<file path="src/tcmr_consts.svh">
// register offsets, field positions, reset values, brightness table and serial interface constants
`ifndef TCMR_CONSTS_SVH
`define TCMR_CONSTS_SVH

// ----------------------------------------------------------------------
// register offsets (printed offsets on the serial host interface)
// ----------------------------------------------------------------------
`define TCMR_OFS_MODE       8'h00
`define TCMR_OFS_LAMP       8'h01

// ----------------------------------------------------------------------
// field positions
// ----------------------------------------------------------------------
`define TCMR_MODE_MSB       2
`define TCMR_LAMP_LAST_BTN  7
`define TCMR_LAMP_ANALOG    6
`define TCMR_LAMP_SBY_MSB   5
`define TCMR_LAMP_SBY_LSB   4
`define TCMR_LAMP_HOLD_ON   3
`define TCMR_LAMP_TOUCH_FX  2
`define TCMR_LAMP_PWRON_FX  1
`define TCMR_LAMP_PWRON_SEQ 0

// ----------------------------------------------------------------------
// reset values
// ----------------------------------------------------------------------
`define TCMR_RST_MODE       3'h0
`define TCMR_RST_LAMP       8'h00
`define TCMR_RST_UNMAPPED   8'h00

// ----------------------------------------------------------------------
// standby brightness in percent
// ----------------------------------------------------------------------
`define TCMR_PCT_00         6'h00
`define TCMR_PCT_01         6'h14
`define TCMR_PCT_10         6'h1e
`define TCMR_PCT_11         6'h32

// ----------------------------------------------------------------------
// serial interface
// ----------------------------------------------------------------------
`define TCMR_BITS_PER_BYTE  4'h8
`define TCMR_DEV_ADDR       7'h37

`endif

</file>
<file path="src/tcmr_pkg.sv">
// types shared by the touch controller mode and lamp register bank
package tcmr_pkg;

  // ----------------------------------------------------------------------
  // operating modes
  // ----------------------------------------------------------------------
  typedef enum logic [2:0] {
    TCMR_MODE_NORMAL = 3'h0,
    TCMR_MODE_LAMP   = 3'h1,
    TCMR_MODE_DEVCFG = 3'h2,
    TCMR_MODE_PLTEST = 3'h3,
    TCMR_MODE_DEBUG  = 3'h4
  } tcmr_mode_t;

  // ----------------------------------------------------------------------
  // serial slave states, one-hot
  // ----------------------------------------------------------------------
  typedef enum logic [6:0] {
    TCMR_ST_IDLE = 7'h01,
    TCMR_ST_ADDR = 7'h02,
    TCMR_ST_PTR  = 7'h04,
    TCMR_ST_WDAT = 7'h08,
    TCMR_ST_ACK  = 7'h10,
    TCMR_ST_RDAT = 7'h20,
    TCMR_ST_RACK = 7'h40
  } tcmr_state_t;

  // mode codes above debug data are not valid
  function automatic logic tcmr_mode_ok(input logic [2:0] code);
    tcmr_mode_ok = (code <= TCMR_MODE_DEBUG);
  endfunction

endpackage

</file>
<file path="src/tcmr_regs.sv">
// mode select and lamp effect setup registers behind the serial host port
`include "tcmr_consts.svh"

// Contract
// - registers hold documented access and power-on values
// - reserved offsets promise nothing; read as zero
// - mode field bits 2:0 at offset 00h
// - mode codes 000..100 valid, 101..111 invalid
// - bit 7 limits effects to last button
// - bit 1 power-on enable, bit 0 ordering
// - bit 2 enables button touch effects
// - field selects standby lamp brightness
// - bit enables lamp hold after release
// - bit enables analog voltage output
// - brightness codes map 0, 20, 30, 50 percent
// - ordering: together, or outputs 0 to 9
// - touch settings ignored while touch effects off
module tcmr_regs
  import tcmr_pkg::*;
#(
  parameter logic [6:0] DEV_ADDR = `TCMR_DEV_ADDR // arbitrary slave address
) (
  input  wire logic       clk_i,            // 250 MHz system clock
  input  wire logic       rst_i,            // synchronous reset, active high
  input  wire logic       scl_i,            // serial clock pin
  input  wire logic       sda_i,            // serial data pin level
  output logic            sda_o,            // serial data drive value
  output logic            sda_oe_o,         // high while pulling data low
  output logic      [2:0] mode_o,           // operating mode
  output logic            last_btn_only_o,  // effects on last button only
  output logic            analog_out_en_o,  // analog voltage output enable
  output logic      [1:0] sby_bright_o,     // standby brightness code
  output logic      [5:0] sby_pct_o,        // standby brightness percent
  output logic            hold_on_en_o,     // lamp hold after release enable
  output logic            touch_fx_en_o,    // touch effect settings in use
  output logic            pwron_fx_en_o,    // power-on effects enable
  output logic            pwron_all_o,      // power-on on all outputs at once
  output logic            pwron_serial_o    // power-on outputs 0 through 9
);

  // ----------------------------------------------------------------------
  // storage and protocol state
  // ----------------------------------------------------------------------
  tcmr_state_t state_q, state_d;
  tcmr_state_t after_ack_q, after_ack_d;
  logic [2:0] mode_q;
  logic [7:0] lamp_q;
  logic [7:0] ptr_q, ptr_d;
  logic [7:0] shift_q, shift_d;
  logic [3:0] bitcnt_q, bitcnt_d;
  logic       oe_q, oe_d;
  logic [5:0] pct_q;
  logic       pwron_all_q, pwron_ser_q;

  logic       sda_s, scl_rise, scl_fall, bus_start, bus_stop;
  logic [2:0] mode_next;
  logic [5:0] pct_next;

  // ----------------------------------------------------------------------
  // pins and field decode
  // ----------------------------------------------------------------------
  tcmr_pin_sync tcmr_pin_sync_inst (
    .clk_i      (clk_i),
    .rst_i      (rst_i),
    .scl_i      (scl_i),
    .sda_i      (sda_i),
    .sda_s_o    (sda_s),
    .scl_rise_o (scl_rise),
    .scl_fall_o (scl_fall),
    .start_o    (bus_start),
    .stop_o     (bus_stop)
  );

  tcmr_field_decode tcmr_field_decode_inst (
    .mode_cur_i  (mode_q),
    .wdata_i     (shift_q),
    .sby_code_i  (lamp_q[`TCMR_LAMP_SBY_MSB:`TCMR_LAMP_SBY_LSB]),
    .mode_next_o (mode_next),
    .sby_pct_o   (pct_next)
  );

  // ----------------------------------------------------------------------
  // decode of byte ends and register access
  // ----------------------------------------------------------------------
  wire       byte_done = scl_fall & (bitcnt_q == `TCMR_BITS_PER_BYTE);
  wire       addr_hit  = (shift_q[7:1] == DEV_ADDR);
  wire       reg_wr    = (state_q == TCMR_ST_WDAT) & byte_done;
  wire       wr_mode   = reg_wr & (ptr_q == `TCMR_OFS_MODE);
  wire       wr_lamp   = reg_wr & (ptr_q == `TCMR_OFS_LAMP);
  // upper mode bits always read zero
  wire [7:0] rd_mode   = {5'h00, mode_q};
  // unmapped and reserved offsets give a fixed zero byte
  wire [7:0] rd_data   = (ptr_q == `TCMR_OFS_MODE) ? rd_mode :
                         (ptr_q == `TCMR_OFS_LAMP) ? lamp_q :
                         `TCMR_RST_UNMAPPED;
  wire       rack_ok   = (state_q == TCMR_ST_RACK) & scl_rise & ~sda_s;

  // ----------------------------------------------------------------------
  // serial slave sequencing; no clock stretching, so every step
  // fits inside one bus clock phase
  // ----------------------------------------------------------------------
  always_comb begin
    state_d     = state_q;
    after_ack_d = after_ack_q;
    ptr_d       = ptr_q;
    shift_d     = shift_q;
    bitcnt_d    = bitcnt_q;
    oe_d        = oe_q;
    case (state_q)
      TCMR_ST_IDLE: begin
        oe_d = 1'b0;
      end
      TCMR_ST_ADDR, TCMR_ST_PTR, TCMR_ST_WDAT: begin
        if (scl_rise) begin
          shift_d  = {shift_q[6:0], sda_s};
          bitcnt_d = bitcnt_q + 4'h1;
        end else if (byte_done) begin
          bitcnt_d = 4'h0;
          state_d  = TCMR_ST_ACK;
          oe_d     = 1'b1;
          if (state_q == TCMR_ST_ADDR) begin
            after_ack_d = shift_q[0] ? TCMR_ST_RDAT : TCMR_ST_PTR;
            if (!addr_hit) begin
              state_d = TCMR_ST_IDLE;
              oe_d    = 1'b0;
            end
          end else if (state_q == TCMR_ST_PTR) begin
            ptr_d       = shift_q;
            after_ack_d = TCMR_ST_WDAT;
          end else begin
            ptr_d       = ptr_q + 8'h01;
            after_ack_d = TCMR_ST_WDAT;
          end
        end
      end
      TCMR_ST_ACK: begin
        if (scl_fall) begin
          state_d = after_ack_q;
          oe_d    = 1'b0;
          if (after_ack_q == TCMR_ST_RDAT) begin
            shift_d = rd_data;
            oe_d    = ~rd_data[7];
          end
        end
      end
      TCMR_ST_RDAT: begin
        if (scl_fall) begin
          if (bitcnt_q == 4'h7) begin
            bitcnt_d = 4'h0;
            oe_d     = 1'b0;
            state_d  = TCMR_ST_RACK;
          end else begin
            bitcnt_d = bitcnt_q + 4'h1;
            shift_d  = {shift_q[6:0], 1'b0};
            oe_d     = ~shift_q[6];
          end
        end
      end
      TCMR_ST_RACK: begin
        // a host nack ends the read; an ack moves to the next byte
        if (rack_ok) begin
          ptr_d = ptr_q + 8'h01;
        end else if (scl_rise) begin
          state_d = TCMR_ST_IDLE;
        end else if (scl_fall) begin
          state_d = TCMR_ST_RDAT;
          shift_d = rd_data;
          oe_d    = ~rd_data[7];
        end
      end
      default: begin
        state_d = TCMR_ST_IDLE;
        oe_d    = 1'b0;
      end
    endcase
    // bus conditions override any byte in progress
    if (bus_start) begin
      state_d  = TCMR_ST_ADDR;
      bitcnt_d = 4'h0;
      oe_d     = 1'b0;
    end else if (bus_stop) begin
      state_d = TCMR_ST_IDLE;
      oe_d    = 1'b0;
    end
  end

  // protocol registers
  always_ff @(posedge clk_i) begin
    if (rst_i) begin
      state_q     <= TCMR_ST_IDLE;
      after_ack_q <= TCMR_ST_IDLE;
      ptr_q       <= 8'h00;
      shift_q     <= 8'h00;
      bitcnt_q    <= 4'h0;
      oe_q        <= 1'b0;
    end else begin
      state_q     <= state_d;
      after_ack_q <= after_ack_d;
      ptr_q       <= ptr_d;
      shift_q     <= shift_d;
      bitcnt_q    <= bitcnt_d;
      oe_q        <= oe_d;
    end
  end

  // ----------------------------------------------------------------------
  // configuration registers; power-on values come from reset
  // ----------------------------------------------------------------------
  always_ff @(posedge clk_i) begin
    if (rst_i) begin
      mode_q <= `TCMR_RST_MODE;
      lamp_q <= `TCMR_RST_LAMP;
      pct_q  <= `TCMR_PCT_00;
      pwron_all_q <= 1'b0;
      pwron_ser_q <= 1'b0;
    end else begin
      if (wr_mode) begin
        mode_q <= mode_next;
      end
      if (wr_lamp) begin
        lamp_q <= shift_q;
        pwron_all_q <= shift_q[`TCMR_LAMP_PWRON_FX] & ~shift_q[`TCMR_LAMP_PWRON_SEQ];
        pwron_ser_q <= shift_q[`TCMR_LAMP_PWRON_FX] & shift_q[`TCMR_LAMP_PWRON_SEQ];
      end
      pct_q <= pct_next;
    end
  end

  // ----------------------------------------------------------------------
  // outputs, each straight from a flip-flop except the tied-low sda_o
  // ----------------------------------------------------------------------
  assign sda_o           = 1'b0; // open drain: only ever pulls low
  assign sda_oe_o        = oe_q;
  assign mode_o          = mode_q;
  assign last_btn_only_o = lamp_q[`TCMR_LAMP_LAST_BTN];
  assign analog_out_en_o = lamp_q[`TCMR_LAMP_ANALOG];
  assign sby_bright_o    = lamp_q[`TCMR_LAMP_SBY_MSB:`TCMR_LAMP_SBY_LSB];
  assign sby_pct_o       = pct_q;
  assign hold_on_en_o    = lamp_q[`TCMR_LAMP_HOLD_ON];
  // touch effect settings are only honoured while this bit is set
  assign touch_fx_en_o   = lamp_q[`TCMR_LAMP_TOUCH_FX];
  assign pwron_fx_en_o   = lamp_q[`TCMR_LAMP_PWRON_FX];
  // decoded at the write so both come from flops and never overlap
  assign pwron_all_o     = pwron_all_q;
  assign pwron_serial_o  = pwron_ser_q;

  // ----------------------------------------------------------------------
  // checks
  // ----------------------------------------------------------------------
  a_reset_values: assert property (@(posedge clk_i)
    rst_i |=> (mode_q == `TCMR_RST_MODE) && (lamp_q == `TCMR_RST_LAMP) && !sda_oe_o)
    else $error("register not at power-on value after reset");

  a_unmapped_zero: assert property (@(posedge clk_i) disable iff (rst_i)
    (ptr_q > `TCMR_OFS_LAMP) |-> (rd_data == 8'h00))
    else $error("unmapped offset did not read zero");

  a_mode_valid: assert property (@(posedge clk_i) disable iff (rst_i)
    tcmr_mode_ok(mode_q))
    else $error("mode holds an invalid code");

  a_mode_write: assert property (@(posedge clk_i) disable iff (rst_i)
    wr_mode && tcmr_mode_ok(shift_q[2:0]) |=> (mode_q == $past(shift_q[2:0])))
    else $error("valid mode write not taken");

  a_mode_keep_bad: assert property (@(posedge clk_i) disable iff (rst_i)
    wr_mode && !tcmr_mode_ok(shift_q[2:0]) |=> $stable(mode_q))
    else $error("invalid mode write changed the mode");

  a_mode_high_zero: assert property (@(posedge clk_i) disable iff (rst_i)
    (ptr_q == `TCMR_OFS_MODE) |-> (rd_data[7:3] == 5'h00))
    else $error("mode upper bits read nonzero");

  a_lamp_write: assert property (@(posedge clk_i) disable iff (rst_i)
    wr_lamp |=> (lamp_q == $past(shift_q)) ##1 (touch_fx_en_o == lamp_q[2]))
    else $error("lamp setup write not stored");

  a_lamp_hold: assert property (@(posedge clk_i) disable iff (rst_i)
    !wr_lamp |=> $stable(lamp_q))
    else $error("lamp setup changed without a write");

  a_bright_pct: assert property (@(posedge clk_i) disable iff (rst_i)
    ##1 (sby_pct_o == (($past(sby_bright_o) == 2'h0) ? 6'h00 :
                       ($past(sby_bright_o) == 2'h1) ? 6'h14 :
                       ($past(sby_bright_o) == 2'h2) ? 6'h1e : 6'h32)))
    else $error("standby percent does not match code");

  a_pwron_order: assert property (@(posedge clk_i) disable iff (rst_i)
    !(pwron_all_o && pwron_serial_o) && ((pwron_all_o || pwron_serial_o) == pwron_fx_en_o))
    else $error("power-on ordering outputs inconsistent");

  a_pwron_track: assert property (@(posedge clk_i) disable iff (rst_i)
    (pwron_serial_o == (pwron_fx_en_o && lamp_q[`TCMR_LAMP_PWRON_SEQ])))
    else $error("power-on sequence output does not follow its bit");

  a_ack_slot: assert property (@(posedge clk_i) disable iff (rst_i || bus_start || bus_stop)
    (state_q == TCMR_ST_ACK) |-> sda_oe_o)
    else $error("acknowledge slot not driven");

endmodule // tcmr_regs

</file>
<file path="src/tcmr_pin_sync.sv">
// two-flop synchroniser and bus event detector for the serial pins
module tcmr_pin_sync (
  input  wire logic clk_i,     // system clock
  input  wire logic rst_i,     // synchronous reset, active high
  input  wire logic scl_i,     // serial clock pin
  input  wire logic sda_i,     // serial data pin
  output logic      sda_s_o,   // synchronised data level
  output logic      scl_rise_o, // clock rising edge pulse
  output logic      scl_fall_o, // clock falling edge pulse
  output logic      start_o,   // start or repeated start pulse
  output logic      stop_o     // stop condition pulse
);

  logic scl_m_q, scl_s_q, scl_p_q;
  logic sda_m_q, sda_s_q, sda_p_q;

  // ----------------------------------------------------------------------
  // synchronisers; idle bus reads high
  // ----------------------------------------------------------------------
  always_ff @(posedge clk_i) begin
    if (rst_i) begin
      {scl_m_q, scl_s_q, scl_p_q} <= 3'h7;
      {sda_m_q, sda_s_q, sda_p_q} <= 3'h7;
    end else begin
      {scl_p_q, scl_s_q, scl_m_q} <= {scl_s_q, scl_m_q, scl_i};
      {sda_p_q, sda_s_q, sda_m_q} <= {sda_s_q, sda_m_q, sda_i};
    end
  end

  // edge logic only reads the second and third stages
  assign sda_s_o    = sda_s_q;
  assign scl_rise_o = scl_s_q & ~scl_p_q;
  assign scl_fall_o = ~scl_s_q & scl_p_q;
  assign start_o    = scl_s_q & scl_p_q & sda_p_q & ~sda_s_q;
  assign stop_o     = scl_s_q & scl_p_q & ~sda_p_q & sda_s_q;

endmodule // tcmr_pin_sync

</file>
<file path="src/tcmr_field_decode.sv">
// mode write filter and standby brightness decoder
`include "tcmr_consts.svh"

module tcmr_field_decode
  import tcmr_pkg::*;
(
  input  wire logic [2:0] mode_cur_i,  // mode held now
  input  wire logic [7:0] wdata_i,     // byte written by the host
  input  wire logic [1:0] sby_code_i,  // standby brightness code
  output logic      [2:0] mode_next_o, // mode after a write
  output logic      [5:0] sby_pct_o    // brightness in percent
);

  // an invalid code leaves the mode as it was; upper bits are dropped
  assign mode_next_o = tcmr_mode_ok(wdata_i[`TCMR_MODE_MSB:0]) ?
                       wdata_i[`TCMR_MODE_MSB:0] : mode_cur_i;

  // standby brightness table
  assign sby_pct_o = (sby_code_i == 2'h0) ? `TCMR_PCT_00 :
                     (sby_code_i == 2'h1) ? `TCMR_PCT_01 :
                     (sby_code_i == 2'h2) ? `TCMR_PCT_10 : `TCMR_PCT_11;

endmodule // tcmr_field_decode

</file>
<file path="config.mk">
export PLATFORM = sky130hd
export DESIGN_NAME = tcmr_regs
export DESIGN_NICKNAME = d
export VERILOG_FILES = /design/src/tcmr_pkg.sv /design/src/tcmr_regs.sv /design/src/tcmr_pin_sync.sv /design/src/tcmr_field_decode.sv
export VERILOG_INCLUDE_DIRS = /design/src
export SDC_FILE = /design/constraint.sdc
export NUM_CORES = 1
export LEC_CHECK = 0
export BUFFER_PORTS_ARGS = -buffer_cell sky130_fd_sc_hd__buf_2
export CAP_MARGIN = 20
export CORE_MARGIN = 3
export CORE_UTILIZATION = 40
export DETAILED_ROUTE_END_ITERATION = 8
export REMOVE_ABC_BUFFERS = 1
export SYNTH_ARGS = -nofsm -noshare
export SYNTH_HDL_FRONTEND = slang
export SYNTH_SLANG_ARGS = --single-unit
</file>
<file path="constraint.sdc">
create_clock -name clk_i -period 2.7 [get_ports clk_i]
set_input_delay 0.405 -clock clk_i [delete_from_list [all_inputs] [get_ports clk_i]]
set_output_delay 0.405 -clock clk_i [all_outputs]
set_load 0.005 [all_outputs]
</file>
# After elaboration in Yosys (flattened, before gate mapping)

Cells that the tools add are included.

Add/subtract/negate cells: 2
Magnitude comparators: 1
Eq/ne operators: 37
Muxes and demuxes: 51
Bitwise gates (word level): 24
Reduce and logical (&&, ||, !) cells: 18

Operators by type and width:

| kind                  | number |
|---|---|
| $mux W8               | 15 |
| $mux W7               | 8 |
| $pmux W7 S5           | 1 |
| $pmux W8 S4           | 1 |
| $ne A2 B2 Y1 const B  | 13 |
| $ne A4 B4 Y1 const B  | 6 |
| $eq A7 B6 Y1 const B  | 3 |
| $mux W6               | 3 |
| $mux W4               | 4 |
| $pmux W8 S2           | 1 |
| $reduce_and A8 Y1     | 2 |
| $and A1 B1 Y1         | 15 |
| $mux W5               | 3 |
| $mux W1               | 11 |
| $ne A3 B3 Y1 const B  | 3 |
| $not A1 Y1            | 9 |
| $reduce_and A9 Y1     | 1 |
| $reduce_or A3 Y1      | 3 |
| $add A8 B1 Y8 const B | 1 |
| $eq A8 B1 Y1 const B  | 1 |
| $logic_not A8 Y1      | 1 |
| $pmux W4 S2           | 1 |
| $eq A7 B1 Y1 const B  | 1 |
| $eq A7 B2 Y1 const B  | 1 |
| other kinds (21)      | 25 |

Register bits: 60
Input bits: 4
Output and inout bits: 20

# Depth between registers and ports, before layout

Word-level depth: 8
Gate-level depth with buffers: 9
Gate-level depth less buffers: 7

# Modules after synthesis

A second synthesis with hierarchy kept.

Cell total of the unflattened synthesis: 377
Area total of the unflattened synthesis: 3234.4 sq um

Modules (own cells, without submodules):

| module            | times used | cells each | area each (sq um) |
|---|---|---|---|
| tcmr_regs         | 1          | 343        | 2929.1 |
| tcmr_pin_sync     | 1          | 16         | 190.2 |
| tcmr_field_decode | 1          | 18         | 115.1 |

# Worst setup path before layout

Ideal clock, no wire load.

Kind: flip-flop to flip-flop
From: register state_q[5]
To: register ptr_q[1]
Setup time: 132 ps
Data arrival time: 1933 ps
Required time: 2568 ps
Setup slack: 634 ps
Stages on the path, launching flop included: 9
Path buffers: 3
Path through: dfxtp_1 > buf_2 > or4_1 > buf_6 > nor4b_4 > buf_6 > mux2_1 > nor2_1 > a211oi_2

Cells in the longest elaborated chain, start to end: 6
Elaborated cells on any way between the ends: 18
Classes of those cells: eq/ne (8); mux (5); bitwise (2); reduce/logical (3)

Ends and longest elaborated chain:

| item                     | line                               | RTL |
|---|---|---|
| start: declaration       | tcmr_regs.sv:44                    | `tcmr_state_t state_q, state_d;` |
| start signal: assignment | tcmr_regs.sv:197                   | `state_q <= state_d;` |
| $eq A7 B3 Y1             | tcmr_regs.sv:109, tcmr_regs.sv:127 |  |
| $mux W8                  | tcmr_regs.sv:127                   | `end else if (state_q == TCMR_ST_PTR) begin` |
| $mux W8                  | tcmr_regs.sv:121                   | `if (state_q == TCMR_ST_ADDR) begin` |
| $mux W8                  | tcmr_regs.sv:117                   | `end else if (byte_done) begin` |
| $mux W8                  | tcmr_regs.sv:114                   | `if (scl_rise) begin` |
| $pmux W8 S2              | tcmr_regs.sv:109                   | `case (state_q)` |
| end signal: assignment   | tcmr_regs.sv:199                   | `ptr_q <= ptr_d;` |
| end: declaration         | tcmr_regs.sv:48                    | `logic [7:0] ptr_q, ptr_d;` |

Several ways; a longest one is shown, not always the timed one. The select of a mux whose other input is x is not followed.
A chain may end at the register's enable or synchronous reset.

# Worst setup path in the final report

From: register state_q[0]
To: register lamp_q[1]

Cells in the longest elaborated chain, start to end: 3

Ends and longest elaborated chain:

| item                   | line             | RTL |
|---|---|---|
| $eq A7 B4 Y1           | tcmr_regs.sv:87  | `wire reg_wr = (state_q == TCMR_ST_WDAT) & byte_done;` |
| $and A1 B1 Y1          | tcmr_regs.sv:87  |  |
| $and A1 B1 Y1          | tcmr_regs.sv:89  | `` wire wr_lamp = reg_wr & (ptr_q == `TCMR_OFS_LAMP); `` |
| end signal: assignment | tcmr_regs.sv:212 | `` lamp_q <= `TCMR_RST_LAMP; `` |
| end signal: assignment | tcmr_regs.sv:221 | `lamp_q <= shift_q;` |
| end: declaration       | tcmr_regs.sv:47  | `logic [7:0] lamp_q;` |

No other way between the ends.

==> reports/qor.csv <==
stage;metric;value;unit
status;status;complete, no violations;
pwr;power.share.switching;24.72;%
detailed_routing;drc;0;
clocking;cts_resized;0;
global_routing;use_met1;25.15;%
placement;place_ws;422.0;ps
floorplanning;die_x;96.58;µm
detailed_routing;dr.first_iter.drc_count;111;
timing;final.setup.worst_slack;398.9;ps
global_routing;antenna_found_initial;0;
synthesis;yosysWarnings;0;
worst_setup_path;worstPathArrival;2500;ps
floorplanning;dieArea;9328;µm²
worst_setup_path;r2r-start;state_q[0]$_SDFFE_PP1P_;
worst_setup_path;worstSetupPathType;reg2reg;
worst_setup_path;critPathSlowestCell;or4_1;
worst_setup_path;worstPathCellList;or4_1, nor4_2, and4_1, buf_4, mux2i_1, nor2_1;
synthesis;post-synth-top-count-cell;dfxtp_1;
timing;finalCriticalPeriod;2301;ps
floorplanning;core;7848;µm²
global_routing;grt_overflow_total;0;
global_routing;track_usage;17.43;%
clocking;post_cts_buffers;0;
worst_setup_path;crit_buf_inv;1;
global_routing;grt_pass1_wl;12910;µm
detailed_routing;wirelength;7523;µm
synthesis;ys_top_cells_by_area;dfxtp_1, ha_1, a21oi_1;
floorplanning;rows;32;
clocking;cts_tree;built;
timing;max_freq;434.6;MHz
pwr;irDropWorstVdd;165.7;µV
synthesis;synth-seq-cells;56;
worst_setup_path;max_stage_delay;800;ps
floorplanning;start_util;41.82;%
layout;register_area;1121;µm²
worst_setup_path;required;2900;ps
synthesis;synth-async-reset-ratio;0;%
synthesis;synth-edff-count;0;
floorplanning;die_h;96.58;µm
layout;diodes;0;
clocking;cts_buffer_depth;2;
synthesis;synth_common_cells;dfxtp_1, nand2_1, a21oi_1, nor2_1, nand3_1;
min_path;hold_path_class;in2reg;
clocking;cts_max_level;2;
layout;multi_input_area;1972;µm²
pwr;p_int;1.153;mW
floorplanning;io_pins;24;
synthesis;synthDistinctLibCells;64;
layout;finish.net_count;408;
global_routing;top_usage_layer;met2;
synthesis;netlist_area;3282;µm²
worst_setup_path;endpoint_kind;flip-flop;
clocking;cts.sinks;56;
global_routing;grt_pass1_vias;2601;
global_routing;grt_max_degree;44;
layout;final_layout_size_suffix_gt1_share;17.56;%
timing;post-route-period-util;85.23;%
job;drv_cap;0;
pwr;power_leakage;1.303;nW
placement;dp_hpwl;5477;µm
synthesis;netlist.area_leader.share;34.16;%
synthesis;synth-main-ff-cell;dfxtp_1;
layout;final.fill_count;820;
pwr;pwr-share-clk;37.2;%
pwr;pwr-share-comb;7.9;%
clocking;path_clk_slew;110;ps
clocking;cts_buffers;5;
detailed_routing;routedWlPerCell;15.20;µm
detailed_routing;via_per_inst;5.574;
layout;post-route-util;45.54;%
timing;setup_viol;0;
timing;tns;0;ps
clocking;cts_hold_buf;0;
timing;worstMarginPinSlew;654.8;ps
synthesis;avgSynthCellArea;8.728;µm²
synthesis;ys_seq_area_share;34.16;%
worst_setup_path;crit_family;simple AND/OR/NAND/NOR gates;
timing;rsz0062_at_grt;false;
worst_setup_path;cp-start-kind;flip-flop;
synthesis;yosys.area.top_type;dfxtp_1;
pwr;p_sw;0.3787;mW
global_routing;use_met3;2.324;%
timing;final-max-slew-violation-count;0;
timing;finClkSkew;12.64;ps
clocking;root_buffer;clkbuf_8;
pwr;cellPowerDensity;428.6;nW/µm²
detailed_routing;num_vias;2759;
worst_setup_path;crit_fanout;12;
min_path;hold_start;scl_i;
detailed_routing;final_antenna_net_count;0;
detailed_routing;drtPass1Iterations;4;
timing;hold_viol;0;
pwr;power.share.sequential;55.0;%
timing;maxSlewHeadroom;55.99;%
placement;routabilityCongestion;0.9160;
worst_setup_path;critPathLaunch;state_q[0]$_SDFFE_PP1P_;
layout;area_growth;8.883;%
clocking;worst_skew_pair.late_latency;320;ps
synthesis;syn_inst;376;
placement;io_buffers;21;
global_routing;grtUsageMet2;27.41;%
==> final timing paths <==
path         cells past startpoint                               endpoint  slack (ps)
min reg2reg                      1  tcmr_pin_sync_inst.scl_s_q$_SDFF_PP1_         420
min                              2  tcmr_pin_sync_inst.scl_m_q$_SDFF_PP1_         280
max                              6                 lamp_q[1]$_SDFFE_PP0P_         400
max reg2reg                      6                 lamp_q[1]$_SDFFE_PP0P_         400
==> through the flow <==
| stage | hold WS, ps | area (µm²) | cells | total power [mW] |
|---|---|---|---|---|
| 2_1_floorplan | 389.5 | 3142 | 353 | 0.9357 |
| 3_3_place_gp | 393.3 | 3457 | 487 | 0.9778 |
| 3_5_place_dp | 393.2 | 3457 | 487 | 0.9788 |
| 4_1_cts | 275.2 | 3573 | 495 | 1.546 |
| 5_1_grt | 277.3 | 3573 | 495 | 1.602 |
| 6_report | 278.4 | 3573 | 495 | 1.532 |
==> cell type report <==
class	count	share of cell area, %
multi-input cells	284	55.18
flip-flops and latches	56	31.37
repair buffers	32	5.252
well taps	102	3.571
clock buffers	5	1.926
inverters	13	1.366
clock inverters	3	1.331
==> sequential cells by signal (all words and copies together) (netlist names), 3 cells and up <==
signal,count
mode_o,3
bitcnt_q,4
after_ack_q,4
ptr_q,8
sby_pct_o,5
lamp_q,8
state_q,7
shift_q,8
==> power by group through the flow <==
stage                     registers (mW)  logic [mW]  clock network (mW)
after floorplan                    0.861      0.0743                   0
after detailed placement           0.861       0.118                   0
after CTS                          0.842       0.118               0.586
after global routing               0.844       0.130               0.628
after global placement             0.861       0.117                   0
final                              0.842       0.120               0.569
==> routing by layer <==
| layer | vias to the layer above | part of all wire (%) | routed length, µm |
|---|---|---|---|
| met4 | 0 | 0.80 | 60 |
| met2 | 46 | 46 | 3480 |
| met3 | 6 | 3.3 | 251 |
| li1 | 1376 | - | - |
| met1 | 1331 | 50 | 3731 |
| met5 | - | 0 | 0 |
==> kinds of logic after synthesis <==
group	share of synthesized area [%]
flops	34.16
mux	7.510
xor+xnor	1.068
other cells	0.1143
compound gates	18.30
fa+ha+maj	4.575
buf+inv	5.871
simple gates	28.40
==> layout by cell type (no fill, tap or decap), types with 3 or more instances in the layout <==
cell,n
dfxtp_1,56
nand2_1,31
nor2_1,28
a21oi_1,28
nand3_1,21
buf_2,21
inv_1,13
mux2i_1,13
ha_1,12
nor2b_1,11
buf_4,11
nand2b_1,9
a21o_1,8
o21ai_0,8
or4_1,7
o21ai_1,7
mux2_4,7
or3_1,7
and3_1,6
and2_1,5
o31ai_1,5
or2_2,5
clkbuf_8,5
nor4_1,4
a211oi_1,4
a31oi_1,4
nor3_1,4
nand3b_1,3
No activity file was read; power rests on OpenSTA's default activity.
